**config.mk**
```make
export PLATFORM = sky130hd
export DESIGN_NAME = clt_tile
export DESIGN_NICKNAME = d
export VERILOG_FILES = /design/src/core/clt_pkg.sv /design/src/core/clt_tile_if.sv /design/src/core/clt_input_stage.sv /design/src/core/clt_tile.sv
export SDC_FILE = /design/constraint.sdc
export NUM_CORES = 1
export LEC_CHECK = 0
export BUFFER_PORTS_ARGS = -buffer_cell sky130_fd_sc_hd__buf_2
export CORE_AREA = 4 4 41 43
export CTS_BUF_LIST = sky130_fd_sc_hd__clkbuf_2
export DETAILED_ROUTE_END_ITERATION = 7
export DIE_AREA = 0 0 45 47
export HOLD_SLACK_MARGIN = 0.05
export PLACE_DENSITY_LB_ADDON = 0.25
export SLEW_MARGIN = 20
export SYNTH_ARGS = -nofsm -noshare
export SYNTH_HDL_FRONTEND = slang
export SYNTH_HIERARCHICAL = 1
export SYNTH_SLANG_ARGS = --single-unit
export TNS_END_PERCENT = 50
```
**constraint.sdc**
```tcl
create_clock -name clock -period 2.32 [get_ports clock]
set_clock_uncertainty 0.1 [all_clocks]
set_input_delay 0.116 -clock clock [delete_from_list [all_inputs] [get_ports clock]]
set_output_delay 0.116 -clock clock [all_outputs]
set_load 0.005 [all_outputs]
```
**src/core/clt_pkg.sv**
```systemverilog
// shared constants and types for the configurable logic tile
// assumes one fabric clock and a synchronous active-low reset
package clt_pkg;

    // number of tile inputs and lookup width
    localparam int unsigned TILE_INPUTS = 4;
    localparam int unsigned LUT_INPUTS = 3;
    localparam int unsigned LUT_DEPTH = 8;

    // tile input positions used by the sequential modes
    localparam int unsigned POS_DATA = 0;
    localparam int unsigned POS_GATE = 1;
    localparam int unsigned POS_ENABLE = 2;
    localparam int unsigned POS_SC_PLAIN = 2;
    localparam int unsigned POS_SC_ENABLED = 3;

    // values after reset
    localparam logic RST_STORED = 1'b0;
    localparam logic RST_OUT = 1'b0;
    localparam logic RST_GATE_PREV = 1'b0;
    localparam logic [TILE_INPUTS-1:0] RST_SYNC = 4'h0;

    // lookup contents for a few common functions, lookup address {c,b,a}
    localparam logic [LUT_DEPTH-1:0] LUT_INVERT_A = 8'h55;
    localparam logic [LUT_DEPTH-1:0] LUT_AND2 = 8'h88;
    localparam logic [LUT_DEPTH-1:0] LUT_NAND2 = 8'h77;
    localparam logic [LUT_DEPTH-1:0] LUT_OR2 = 8'hee;
    localparam logic [LUT_DEPTH-1:0] LUT_NOR2 = 8'h11;
    localparam logic [LUT_DEPTH-1:0] LUT_XOR2 = 8'h66;
    localparam logic [LUT_DEPTH-1:0] LUT_AND3 = 8'h80;
    localparam logic [LUT_DEPTH-1:0] LUT_XOR3 = 8'h96;
    localparam logic [LUT_DEPTH-1:0] LUT_MAJORITY_OF_THREE = 8'he8;
    // a=first, b=second, c=select: select high passes b
    localparam logic [LUT_DEPTH-1:0] LUT_TWO_WAY_SELECT = 8'hca;

    // tile operating modes
    typedef enum logic [1:0] {
        CLT_MODE_COMB = 2'b00,
        CLT_MODE_LATCH = 2'b01,
        CLT_MODE_DFF = 2'b10,
        CLT_MODE_DFF_ENABLED = 2'b11
    } clt_mode_type;

endpackage : clt_pkg

```
**src/core/clt_tile_if.sv**
```systemverilog
// carries the conditioned tile inputs from the input stage to the tile core
// assumes both ends run on the same fabric clock
interface clt_tile_if;
    logic [3:0] pin;

    modport source (output pin);
    modport sink (input pin);
endinterface : clt_tile_if

```
**src/core/clt_input_stage.sv**
```systemverilog
// input stage: two-flop synchroniser and per-input polarity inversion
// assumes raw tile inputs come from outside the clock domain
module clt_input_stage #(
    parameter int unsigned WIDTH = 4
) (
    // clock and reset
    input wire logic clock,
    input wire logic reset_n,
    // raw inputs and polarity configuration
    input wire logic [WIDTH-1:0] raw_in,
    input wire logic [WIDTH-1:0] invert_mask,
    // conditioned inputs
    clt_tile_if.source conditioned
);

    logic [WIDTH-1:0] meta_reg;
    logic [WIDTH-1:0] meta_next;
    logic [WIDTH-1:0] stable_reg;
    logic [WIDTH-1:0] stable_next;

    // second flop only reads the first
    always_comb begin
        meta_next = raw_in;
        stable_next = meta_reg;
        if (!reset_n) begin
            meta_next = clt_pkg::RST_SYNC;
            stable_next = clt_pkg::RST_SYNC;
        end
    end

    // register synchroniser stages
    always_ff @(posedge clock) begin
        meta_reg <= meta_next;
        stable_reg <= stable_next;
    end

    // inversion absorbed into the tile, no external inverter needed
    assign conditioned.pin = stable_reg ^ invert_mask;

endmodule : clt_input_stage

```
**src/core/clt_tile.sv**
```systemverilog
// configurable logic tile: lookup, latch, flip-flop and enabled flip-flop modes
// assumes configuration inputs are static and come from the fabric clock domain
// assumes the set/clear input of the enabled flip-flop arrives on a global net

// How it works
// - four inputs; combinational mode computes any function of three selected inputs
// - latch mode follows data while gate is high, with selectable clear or set
// - flip-flop mode captures data on gate rising edge, with clear or set
// - enabled flip-flop takes its set or clear on the fourth input
// - each input has its own configurable polarity inversion
// - result goes out on a local output and a separate long-line output
// - eight-entry lookup covers every three-input function, majority and select included
// - sequential modes take one data input; clear or preset takes effect on the next clock edge
module clt_tile (
    // clock and reset
    input wire logic clock,
    input wire logic reset_n,
    // tile inputs from routing
    input wire logic [3:0] tile_in,
    // configuration switches
    input wire clt_pkg::clt_mode_type cfg_mode,
    input wire logic [7:0] cfg_truth,
    input wire logic [1:0] cfg_sel_a,
    input wire logic [1:0] cfg_sel_b,
    input wire logic [1:0] cfg_sel_c,
    input wire logic [3:0] cfg_invert,
    input wire logic cfg_sc_used,
    input wire logic cfg_sc_is_set,
    // outputs toward routing
    output logic local_out,
    output logic longline_out,
    output logic stored_value_out
);

    clt_tile_if cond_bus ();

    // synchronise and invert the tile inputs
    clt_input_stage #(
        .WIDTH(clt_pkg::TILE_INPUTS)
    ) u_input_stage (
        .clock(clock),
        .reset_n(reset_n),
        .raw_in(tile_in),
        .invert_mask(cfg_invert),
        .conditioned(cond_bus.source)
    );

    // picks one of the four inputs by a configured index
    function automatic logic pick_input(input logic [3:0] pins, input logic [1:0] sel);
        logic bit_value;
        bit_value = pins[sel];
        return bit_value;
    endfunction : pick_input

    // looks up a three-input function in an eight-entry table
    function automatic logic lut_eval(input logic [7:0] table_bits, input logic [2:0] addr);
        logic bit_value;
        bit_value = table_bits[addr];
        return bit_value;
    endfunction : lut_eval

    logic [3:0] pins;
    logic [2:0] lut_addr;
    logic lut_result;
    logic data_in;
    logic gate_in;
    logic enable_in;
    logic sc_in;
    logic sc_active;
    logic gate_rise;

    logic stored_reg;
    logic stored_next;
    logic gate_prev_reg;
    logic gate_prev_next;
    logic local_reg;
    logic local_next;
    logic longline_reg;
    logic longline_next;

    assign pins = cond_bus.pin;

    // lookup address from three configurable inputs
    always_comb begin
        lut_addr[0] = pick_input(pins, cfg_sel_a);
        lut_addr[1] = pick_input(pins, cfg_sel_b);
        lut_addr[2] = pick_input(pins, cfg_sel_c);
        lut_result = lut_eval(cfg_truth, lut_addr);
    end

    // fixed roles of the inputs in the sequential modes
    always_comb begin
        data_in = pins[clt_pkg::POS_DATA];
        gate_in = pins[clt_pkg::POS_GATE];
        enable_in = pins[clt_pkg::POS_ENABLE];
        if (cfg_mode == clt_pkg::CLT_MODE_DFF_ENABLED) begin
            sc_in = pins[clt_pkg::POS_SC_ENABLED];
        end else begin
            sc_in = pins[clt_pkg::POS_SC_PLAIN];
        end
        sc_active = cfg_sc_used && sc_in;
        gate_rise = gate_in && !gate_prev_reg;
    end

    // next stored value by mode; clear or preset wins over gate and enable, reset wins over all
    always_comb begin
        stored_next = stored_reg;
        gate_prev_next = gate_in;
        case (cfg_mode)
            clt_pkg::CLT_MODE_COMB: begin
                stored_next = stored_reg;
            end
            clt_pkg::CLT_MODE_LATCH: begin
                if (sc_active) begin
                    stored_next = cfg_sc_is_set;
                end else if (gate_in) begin
                    stored_next = data_in;
                end
            end
            clt_pkg::CLT_MODE_DFF: begin
                if (sc_active) begin
                    stored_next = cfg_sc_is_set;
                end else if (gate_rise) begin
                    stored_next = data_in;
                end
            end
            clt_pkg::CLT_MODE_DFF_ENABLED: begin
                if (sc_active) begin
                    stored_next = cfg_sc_is_set;
                end else if (gate_rise && enable_in) begin
                    stored_next = data_in;
                end
            end
            default: begin
                stored_next = stored_reg;
            end
        endcase
        if (!reset_n) begin
            stored_next = clt_pkg::RST_STORED;
            gate_prev_next = clt_pkg::RST_GATE_PREV;
        end
    end

    // both outputs carry the same result
    always_comb begin
        if (cfg_mode == clt_pkg::CLT_MODE_COMB) begin
            local_next = lut_result;
        end else begin
            local_next = stored_next;
        end
        longline_next = local_next;
        if (!reset_n) begin
            local_next = clt_pkg::RST_OUT;
            longline_next = clt_pkg::RST_OUT;
        end
    end

    // register tile state and outputs
    always_ff @(posedge clock) begin
        stored_reg <= stored_next;
        gate_prev_reg <= gate_prev_next;
        local_reg <= local_next;
        longline_reg <= longline_next;
    end

    assign local_out = local_reg;
    assign longline_out = longline_reg;
    assign stored_value_out = stored_reg;

endmodule : clt_tile

```
==> results.txt, run 1 <==
Setup crit end = longline_out
Root Buffer = clkbuf_2
First-pass GRT wire length = 2020 µm
CTS tree = built
Max-slew violations = 0
CP Max Fanout = 6
Register-to-Register Path Depth = 6
Register area share after synthesis = 0.383
Post-synth EDFFs = 0
Synth Cell Area = 576 µm²
Initial drt markers = 4
Via count = 527
Setup Crit Path Kind = flip-flop to flip-flop
Worst slew pin tran = 0.397 ns
Post-CTS resize count = 0
Crit-path leading delay family = multiplexers
Switch share = 0.261
Die area = 0.00212 mm²
Pwr dens = 522 mW/mm²
Setup violators final = 0
WL/cell = 11.4 µm
Largest net degree at the start of global routing = 11
Simple-gate share of the synthesized area = 0.180
Post-DRT Antenna Nets = 0
P_sw = 0.000111 W
Adder-Cell Fraction of Synth Area = 0
Cell variety after synth = 22
Synth Register Bits = 11
Sum Neg Setup Slack = 0 ns
Row count = 13
Vias in the first global route = 503
Gr ovfl total = 0
Post-route cell area = 817 µm²
Synth Flop Type = dfxtp_1
Beginning of the critical path = u_input_stage/stable_reg[1]
NumNets Final = 123
Num CTS Buffers = 3
Reg-to-Reg End = longline_out
Vias per cell = 4.83
Worst EP arrival = 2.01 ns
Fraction of the mapped netlist area in compound gates = 0.107
Leakage = 0.420 nW
Total power = 0.000427 W
Slew headroom = 0.734
Fmax = 507 MHz
Final hold violation count = 0
Max Cap Viol = 0
Power share of the sequential group = 0.480
Count leader, synth = dfxtp_1
Critical path cell sequence = xor2_1 > mux2i_1 > mux2_4 > mux2_4 > a311oi_1 > a21oi_1
R2R setup slack = 0.35 ns
Area growth syn-to-layout = 42.0%
Critical path depth = 6
Int Power = 0.000315 W
RD Place Congestion = 0.731
Diodes inserted = 0
Fill cells = 128
Synth top area share = 0.383
Antenna violations before repair = 0
Logic pwr share = 0.271
Core ar. = 0.00130 mm²
Length of the first detailed-routing pass in iterations = 3
Minimum clock period = 1.97 ns
Clock power frac = 0.249
WP data required = 2.36 ns
Clock sink total = 11
Final cell count without fillers = 109
Synth Instances = 55
Dpl cell area = 737 µm²
DRC violation count after routing = 0
CP peak stage delay = 0.35 ns
Mux share of post-synthesis cell area = 0.243
Ys async rst share = 0
I/O pins = 31
Final wirelength = 1250 µm
Synthesized area per cell = 10.5 µm²
Initial core utilization = 0.442
Syn. warnings = 6
Largest buffer count on any clock path = 2
XOR/XNOR Fraction of Synth Area = 0.0609
Max VDD drop = 0.000303 V
Hpwl dp = 945 µm
Slowest cell on the critical path = xor2_1
Net count after synthesis = 83
Clock slew at reported path FFs = 0.11 ns
Largest area contributor in the netlist = dfxtp_1
Status = complete, no violations
WP buf/inv = 0
Critical Path Start Type = flip-flop
H-Tree Depth = 1
Critical Path End Type = flip-flop
RSZ-0062 raised after global routing = no
Port Buffer Count = 30
Hold crit path type = input pin to flip-flop
Post-route clock period utilization = 0.850
FF-to-FF Start = u_input_stage/stable_reg[1]
DIE WIDTH = 45 µm
Most frequent CP cell = mux2_4
Synth top cells by count = dfxtp_1, and2_1, mux2i_1, xor2_1, nor3_1
Worst Hold Slack = 0.0616 ns
Dominant cells by area after synthesis = dfxtp_1, and2_1, mux2i_1
Largest family of logic cells by synthesized area = multiplexers
Gr usage total = 0.135
Clk Latency, worst-skew pair = 0.25 ns
Placed insts = 99
Layout cells sized above 1 = 0.404
Die height = 47 µm
-- cells by family (layout without fill, tap and decap cells) --
family / Yosys count / after routing
muxes: 10 / 10
DFF: 11 / 11
AOI/OAI and AO/OA: 9 / 9
and+or+nand+nor: 18 / 18
buffers and inverters: 3 / 42
xor gates and xnor gates: 4 / 4
-- power groups by stage --
stage | logic, W | registers (W) | clock network, W
final | 0.000116 | 0.000205 | 0.000106
after global routing | 0.000129 | 0.000206 | 0.000125
after CTS | 0.000117 | 0.000205 | 0.000113
after detailed placement | 0.000108 | 0.000209 | 0
after floorplan | 0.0000685 | 0.000209 | 0
after global placement | 0.000106 | 0.000209 | 0
-- through the flow --
step,setup WS (ns),utilization
2_1_floorplan,0.558,-
5_1_grt,0.154,0.628
3_5_place_dp,0.356,0.566
6_report,0.348,0.628
3_3_place_gp,0.414,0.566
4_1_cts,0.345,0.628
-- cell type report --
type                            count  area, µm²  share of cell area
Multi-Input combinational cell     41        340               0.417
Sequential cell                    11        220               0.270
Timing Repair Buffer               36        210               0.257
Clock buffer                        4       20.0              0.0245
Tap cell                           15       18.8              0.0230
Inverter                            2       7.51             0.00919
-- placed cells by master (no fill, tap or decap), drive strengths merged, types with 3 or more instances in the layout --
cell / synthesis / routed
xor2: 4 / 4
mux2i: 5 / 5
mux2: 3 / 3
nor3: 3 / 3
dlygate4sd3: 0 / 6
dfxtp: 11 / 11
buf: 1 / 30
and2: 9 / 9
clkbuf: 0 / 4
-- how the worst min path moves through the flow --
| stage | depth (start not counted) | start | slack (ns) | end |
|---|---|---|---|---|
| after floorplan | 1 | reset_n | 0.14 | u_input_stage/meta_reg[0] |
| after global placement | 2 | tile_in[1] | 0.22 | u_input_stage/meta_reg[1] |
| after detailed placement | 2 | tile_in[1] | 0.22 | u_input_stage/meta_reg[1] |
| after CTS | 2 | reset_n | 0.05 | u_input_stage/meta_reg[1] |
| after global routing | 2 | reset_n | 0.06 | u_input_stage/stable_reg[2] |
| final | 2 | reset_n | 0.06 | gate_prev_reg |
-- timing repair --
| item | in CTS | in global routing |
|---|---|---|
| endpoints found under the hold margin | 5 | 0 |
| buffers inserted | 0 | 0 |
| hold buffers | 6 | 0 |
-- routing by layer --
| layer | up-vias | track usage | share of wire |
|---|---|---|---|
| met5 | - | 0 | 0 |
| met4 | 0 | 0.105 | 0.0080 |
| met3 | 2 | 0.0421 | 0.10 |
| met2 | 19 | 0.212 | 0.48 |
| met1 | 232 | 0.153 | 0.41 |
| li1 | 274 | - | - |
No activity file was read; power rests on OpenSTA's default activity.
==> run 2, diff against run 1 <==
==> constraint.sdc (replaced) <==
create_clock -name clock -period 1.99 [get_ports clock]
set_clock_uncertainty 0.1 [all_clocks]
set_input_delay 0.0995 -clock clock [delete_from_list [all_inputs] [get_ports clock]]
set_output_delay 0.0995 -clock clock [all_outputs]
set_load 0.005 [all_outputs]
==> results.txt, run 2 (same netlist as run 1, synthesis figures left out) <==
Post-route clock period utilization = 0.942 (+0.0925)
Port Buffer Count = 30 (unchanged)
NumNets Final = 130 (+5.7%)
Slew headroom = 0.823 (+0.0884)
CP Max Fanout = 4 (-2)
Worst EP arrival = 1.97 ns (-0.04 ns)
Fmax = 533 MHz (+5.1%)
WL/cell = 12.2 µm (+6.9%)
Dpl cell area = 752 µm² (+2.0%)
Critical Path End Type = flip-flop
Post-DRT Antenna Nets = 0 (unchanged)
Minimum clock period = 1.88 ns (-0.0965 ns)
Row count = 13 (unchanged)
First-pass GRT wire length = 2320 µm (+15%)
Status = complete, no violations
Initial drt markers = 4 (unchanged)
Clk Latency, worst-skew pair = 0.26 ns (about the same)
Largest buffer count on any clock path = 2 (unchanged)
Leakage = 0.461 nW (+9.6%)
Hpwl dp = 1050 µm (+11%)
Critical Path Start Type = flip-flop
Num CTS Buffers = 3 (unchanged)
Largest net degree at the start of global routing = 11 (unchanged)
RSZ-0062 raised after global routing = no
Setup violators final = 0 (unchanged)
Core ar. = 0.00130 mm² (unchanged)
Final wirelength = 1420 µm (+14%)
Final cell count without fillers = 116 (+6.4%)
Final hold violation count = 0 (unchanged)
Dpl ws = 0.0458 ns (-0.310 ns)
Worst slew pin tran = 0.263 ns (-0.134 ns)
I/O pins = 31 (unchanged)
Initial core utilization = 0.442 (unchanged)
Placed insts = 101 (+2.0%)
Setup Crit Path Kind = flip-flop to flip-flop
Layout cells sized above 1 = 0.455 (+0.0512)
Max Cap Viol = 0 (unchanged)
Clock slew at reported path FFs = 0.11 ns (about the same)
Max-slew violations = 0 (unchanged)
Via count = 561 (+6.5%)
Vias in the first global route = 575 (+14%)
Vias per cell = 4.84 (about the same)
CTS tree = built
Clock sink total = 11 (unchanged)
Most common cell after layout, fill and taps aside = buf_2
WP data required = 2.08 ns (-0.28 ns)
Sum Neg Setup Slack = 0 ns (unchanged)
Die height = 47 µm (unchanged)
Final Util = 0.704 (+0.0760)
Max VDD drop = 0.000460 V (+52%)
Antenna violations before repair = 0 (unchanged)
Length of the first detailed-routing pass in iterations = 3 (unchanged)
RD Place Congestion = 0.714 (-2.4%)
Commonest non-fill, non-tap cells in the layout = buf_2, dfxtp_1, dlygate4sd3_1
Die area = 0.00212 mm² (unchanged)
Gr ovfl total = 0 (unchanged)
Hold crit path type = input pin to flip-flop
DIE WIDTH = 45 µm (unchanged)
Pwr dens = 567 mW/mm² (+8.6%)
Area growth syn-to-layout = 59.1%
H-Tree Depth = 1 (unchanged)
Final worst-path setup slack = 0.115 ns (-0.234 ns)
DRC violation count after routing = 0 (unchanged)
Gr usage total = 0.158 (+0.0231)
Fill cells = 105 (-18%)
Root Buffer = clkbuf_2
Post-route cell area = 916 µm² (+12%)
Diodes inserted = 0 (unchanged)
-- run 2: changes by cell type in the layout (fill, tap and decap cells not counted), moves of 3 or more --
| cell | change |
|---|---|
| buf_4 | +3 |
| xor2_1 | -4 |
| xor2_2 | +4 |
| dlygate4sd3_1 | +4 |
-- run 2: worst paths after layout --
kind,start,endpoint,slack [ns],cells past startpoint
hold / removal,cfg_mode[1],longline_out,0.09,3
setup / recovery,u_input_stage/stable_reg[2],longline_out,0.11,6
hold reg to reg,u_input_stage/meta_reg[2],u_input_stage/stable_reg[2],0.35,1
setup reg to reg,u_input_stage/stable_reg[2],longline_out,0.11,6
-- run 2: cell type report --
cell class | instances | area, µm² | share of cell area
Clock buffer | 3 | 15.0 | 0.0164
Clock inverter | 1 | 5.00 | 0.00546
Inverter | 2 | 7.51 | 0.00820
Multi-Input combinational cell | 41 | 377 | 0.411
Sequential cell | 11 | 220 | 0.240
Tap cell | 15 | 18.8 | 0.0205
Timing Repair Buffer | 43 | 273 | 0.298
-- run 2: power by group --
| part | switching, W | leakage, nW | internal, W |
|---|---|---|---|
| logic | 0.0000620 | 0.353 | 0.0000965 |
| clock network | 0.0000752 | 0.0164 | 0.0000455 |
| registers | 0.00000654 | 0.0911 | 0.000234 |
-- run 2: what timing repair did --
action,CTS,global route
hold buffers,10,0
endpoints found under the hold margin,8,0
endpoints found under the setup margin,0,1
gates resized for setup,0,5
buffers inserted,0,1
-- run 2: layer usage --
| metal | part of all wire | up-vias | global-route usage |
|---|---|---|---|
| li1 | - | 283 | - |
| met1 | 0.37 | 255 | 0.156 |
| met2 | 0.53 | 21 | 0.291 |
| met3 | 0.087 | 2 | 0.0421 |
| met4 | 0.0099 | 0 | 0.105 |
| met5 | 0 | - | 0 |
-- run 2: critical path, stage by stage (launching register included) --
cell,delay [ns]
dfxtp_1,0.34
xor2_2,0.15
buf_4,0.14
mux4_1,0.57
nor3b_1,0.28
a311oi_2,0.08
a21oi_1,0.15
-- run 2: per-stage QoR --
stage	power, W	hold WS (ns)
final	0.000519	0.0922
after detailed placement	0.000376	0.208
after global routing	0.000556	0.0909
after global placement	0.000372	0.202
after CTS	0.000513	0.0754
after floorplan	0.000324	0.121
==> run 3, diff against run 2 <==
==> constraint.sdc (replaced) <==
create_clock -name clock -period 1.99 [get_ports clock]
set_clock_uncertainty 0.1 [all_clocks]
set_input_delay 0.199 -clock clock [delete_from_list [all_inputs] [get_ports clock]]
set_output_delay 0.199 -clock clock [all_outputs]
set_load 0.005 [all_outputs]
==> results.txt, run 3 (same netlist as run 1, synthesis figures left out) <==
Fill cells = 129 (+23%)
RSZ-0062 raised after global routing = no
Commonest non-fill, non-tap cells in the layout = buf_2, dfxtp_1, and2_1
Core ar. = 0.00130 mm² (unchanged)
Max VDD drop = 0.000378 V (-18%)
Fmax = 540 MHz (+1.3%)
CP peak stage delay = 0.33 ns (-0.24 ns)
Pwr dens = 604 mW/mm² (+6.5%)
Post-route clock period utilization = 0.930 (-0.0121)
I/O pins = 31 (unchanged)
DRC violation count after routing = 0 (unchanged)
Critical path cell sequence = xor2_1 > mux2i_1 > mux2_4 > mux2_4 > a311oi_1 > a21oi_1
Status = complete, no violations
Largest buffer count on any clock path = 2 (unchanged)
Register area = 221 µm² (+0.57%)
Multi-input gate area = 363 µm² (-3.7%)
First-pass GRT wire length = 2000 µm (-14%)
Gr usage total = 0.140 (-0.0181)
Largest net degree at the start of global routing = 11 (unchanged)
Via count = 520 (-7.3%)
Beginning of the critical path = u_input_stage/stable_reg[3]
Post-DRT Antenna Nets = 0 (unchanged)
Final wirelength = 1260 µm (-11%)
WP data required = 2.04 ns (-0.04 ns)
Reg-to-Reg End = longline_out
R2R setup slack = 0.14 ns (+0.02 ns)
Max-slew violations = 0 (unchanged)
FF-to-FF Start = u_input_stage/stable_reg[3]
Final Util = 0.637 (-0.0673)
Clock slew at reported path FFs = 0.10 ns (about the same)
RD Place Congestion = 0.713 (-0.13%)
Layout cells sized above 1 = 0.462 (+0.00692)
H-Tree Depth = 1 (unchanged)
WL/cell = 11.6 µm (-4.7%)
Initial core utilization = 0.442 (unchanged)
Sum Neg Setup Slack = 0 ns (unchanged)
Vias in the first global route = 519 (-9.7%)
Slowest cell on the critical path = dfxtp_1
Num CTS Buffers = 3 (unchanged)
Die height = 47 µm (unchanged)
Slew headroom = 0.823 (about the same)
Final hold violation count = 0 (unchanged)
Leakage = 0.419 nW (-9.1%)
Area growth syn-to-layout = 43.9%
Vias per cell = 4.81 (-0.44%)
Clk Latency, worst-skew pair = 0.25 ns (about the same)
Most frequent CP cell = mux2_4
Antenna violations before repair = 0 (unchanged)
Register-to-Register Path Depth = 6 (unchanged)
Diodes inserted = 0 (unchanged)
Die area = 0.00212 mm² (unchanged)
CTS tree = built
Critical Path End Type = flip-flop
DIE WIDTH = 45 µm (unchanged)
Hpwl dp = 966 µm (-8.3%)
Setup violators final = 0 (unchanged)
NumNets Final = 122 (-6.2%)
Gr ovfl total = 0 (unchanged)
Root Buffer = clkbuf_2
Worst slew pin tran = 0.264 ns (+0.00154 ns)
Length of the first detailed-routing pass in iterations = 3 (unchanged)
Initial drt markers = 3 (-1)
Port Buffer Count = 30 (unchanged)
Max Cap Viol = 0 (unchanged)
Setup Crit Path Kind = flip-flop to flip-flop
Worst EP arrival = 1.90 ns (-0.07 ns)
Clock sink total = 11 (unchanged)
Row count = 13 (unchanged)
Setup crit end = longline_out
Critical Path Start Type = flip-flop
Minimum clock period = 1.85 ns (-0.0242 ns)
CP Max Fanout = 4 (unchanged)
Most common cell after layout, fill and taps aside = buf_2
Hold crit path type = input pin to flip-flop
[run 3: final cells by class]
type / instances / area share
sequential: 11 / 0.267
clock buffer: 4 / 0.0242
timing repair buffer: 35 / 0.239
inverter: 2 / 0.00906
multi-input combinational: 41 / 0.438
tap: 15 / 0.0227
[run 3: stage by stage]
stage / hold WS [ns] / worst slack (ns) / cells / power, W / cell area (µm²)
floorplan: 0.221 / 0.228 / 55 / 0.000324 / 576
global placement: 0.304 / 0.0547 / 99 / 0.000368 / 737
detailed placement: 0.304 / 0.0190 / 99 / 0.000370 / 737
CTS: 0.125 / 0.000867 / 107 / 0.000506 / 797
global route: 0.137 / 0.0239 / 108 / 0.000541 / 828
finish: 0.146 / 0.139 / 108 / 0.000500 / 828
[run 3: worst max-delay path, delay by kind of cell (launching register included)]
kind	cells	cell delay (ns)
muxes	3	0.73
DFF	1	0.33
AOI/OAI and AO/OA	2	0.33
xor gates and xnor gates	1	0.25
[run 3: report_power, final]
part           internal [W]  switching [W]
registers          0.000234     0.00000627
clock network     0.0000534      0.0000706
logic             0.0000814      0.0000549
total              0.000368       0.000132
[run 3: worst min-delay path by stage]
stage,start,to,cells after the start
global placement,tile_in[3],u_input_stage/meta_reg[3],2
finish,cfg_mode[0],stored_value_out,3
floorplan,reset_n,u_input_stage/meta_reg[0],1
global route,cfg_mode[0],stored_value_out,3
detailed placement,tile_in[1],u_input_stage/meta_reg[1],2
CTS,cfg_mode[0],stored_value_out,3
[run 3: what timing repair did]
action	in CTS	in global routing
endpoints found under the hold margin	4	0
setup buffers	0	1
endpoints found under the setup margin	0	1
gates resized for setup	0	4
hold buffers	4	0
[run 3: layer usage]
layer  GRT usage  part of all wire
met5           0                 0
met2       0.234              0.47
met1       0.138              0.39
met3      0.0383             0.099
met4       0.140             0.037
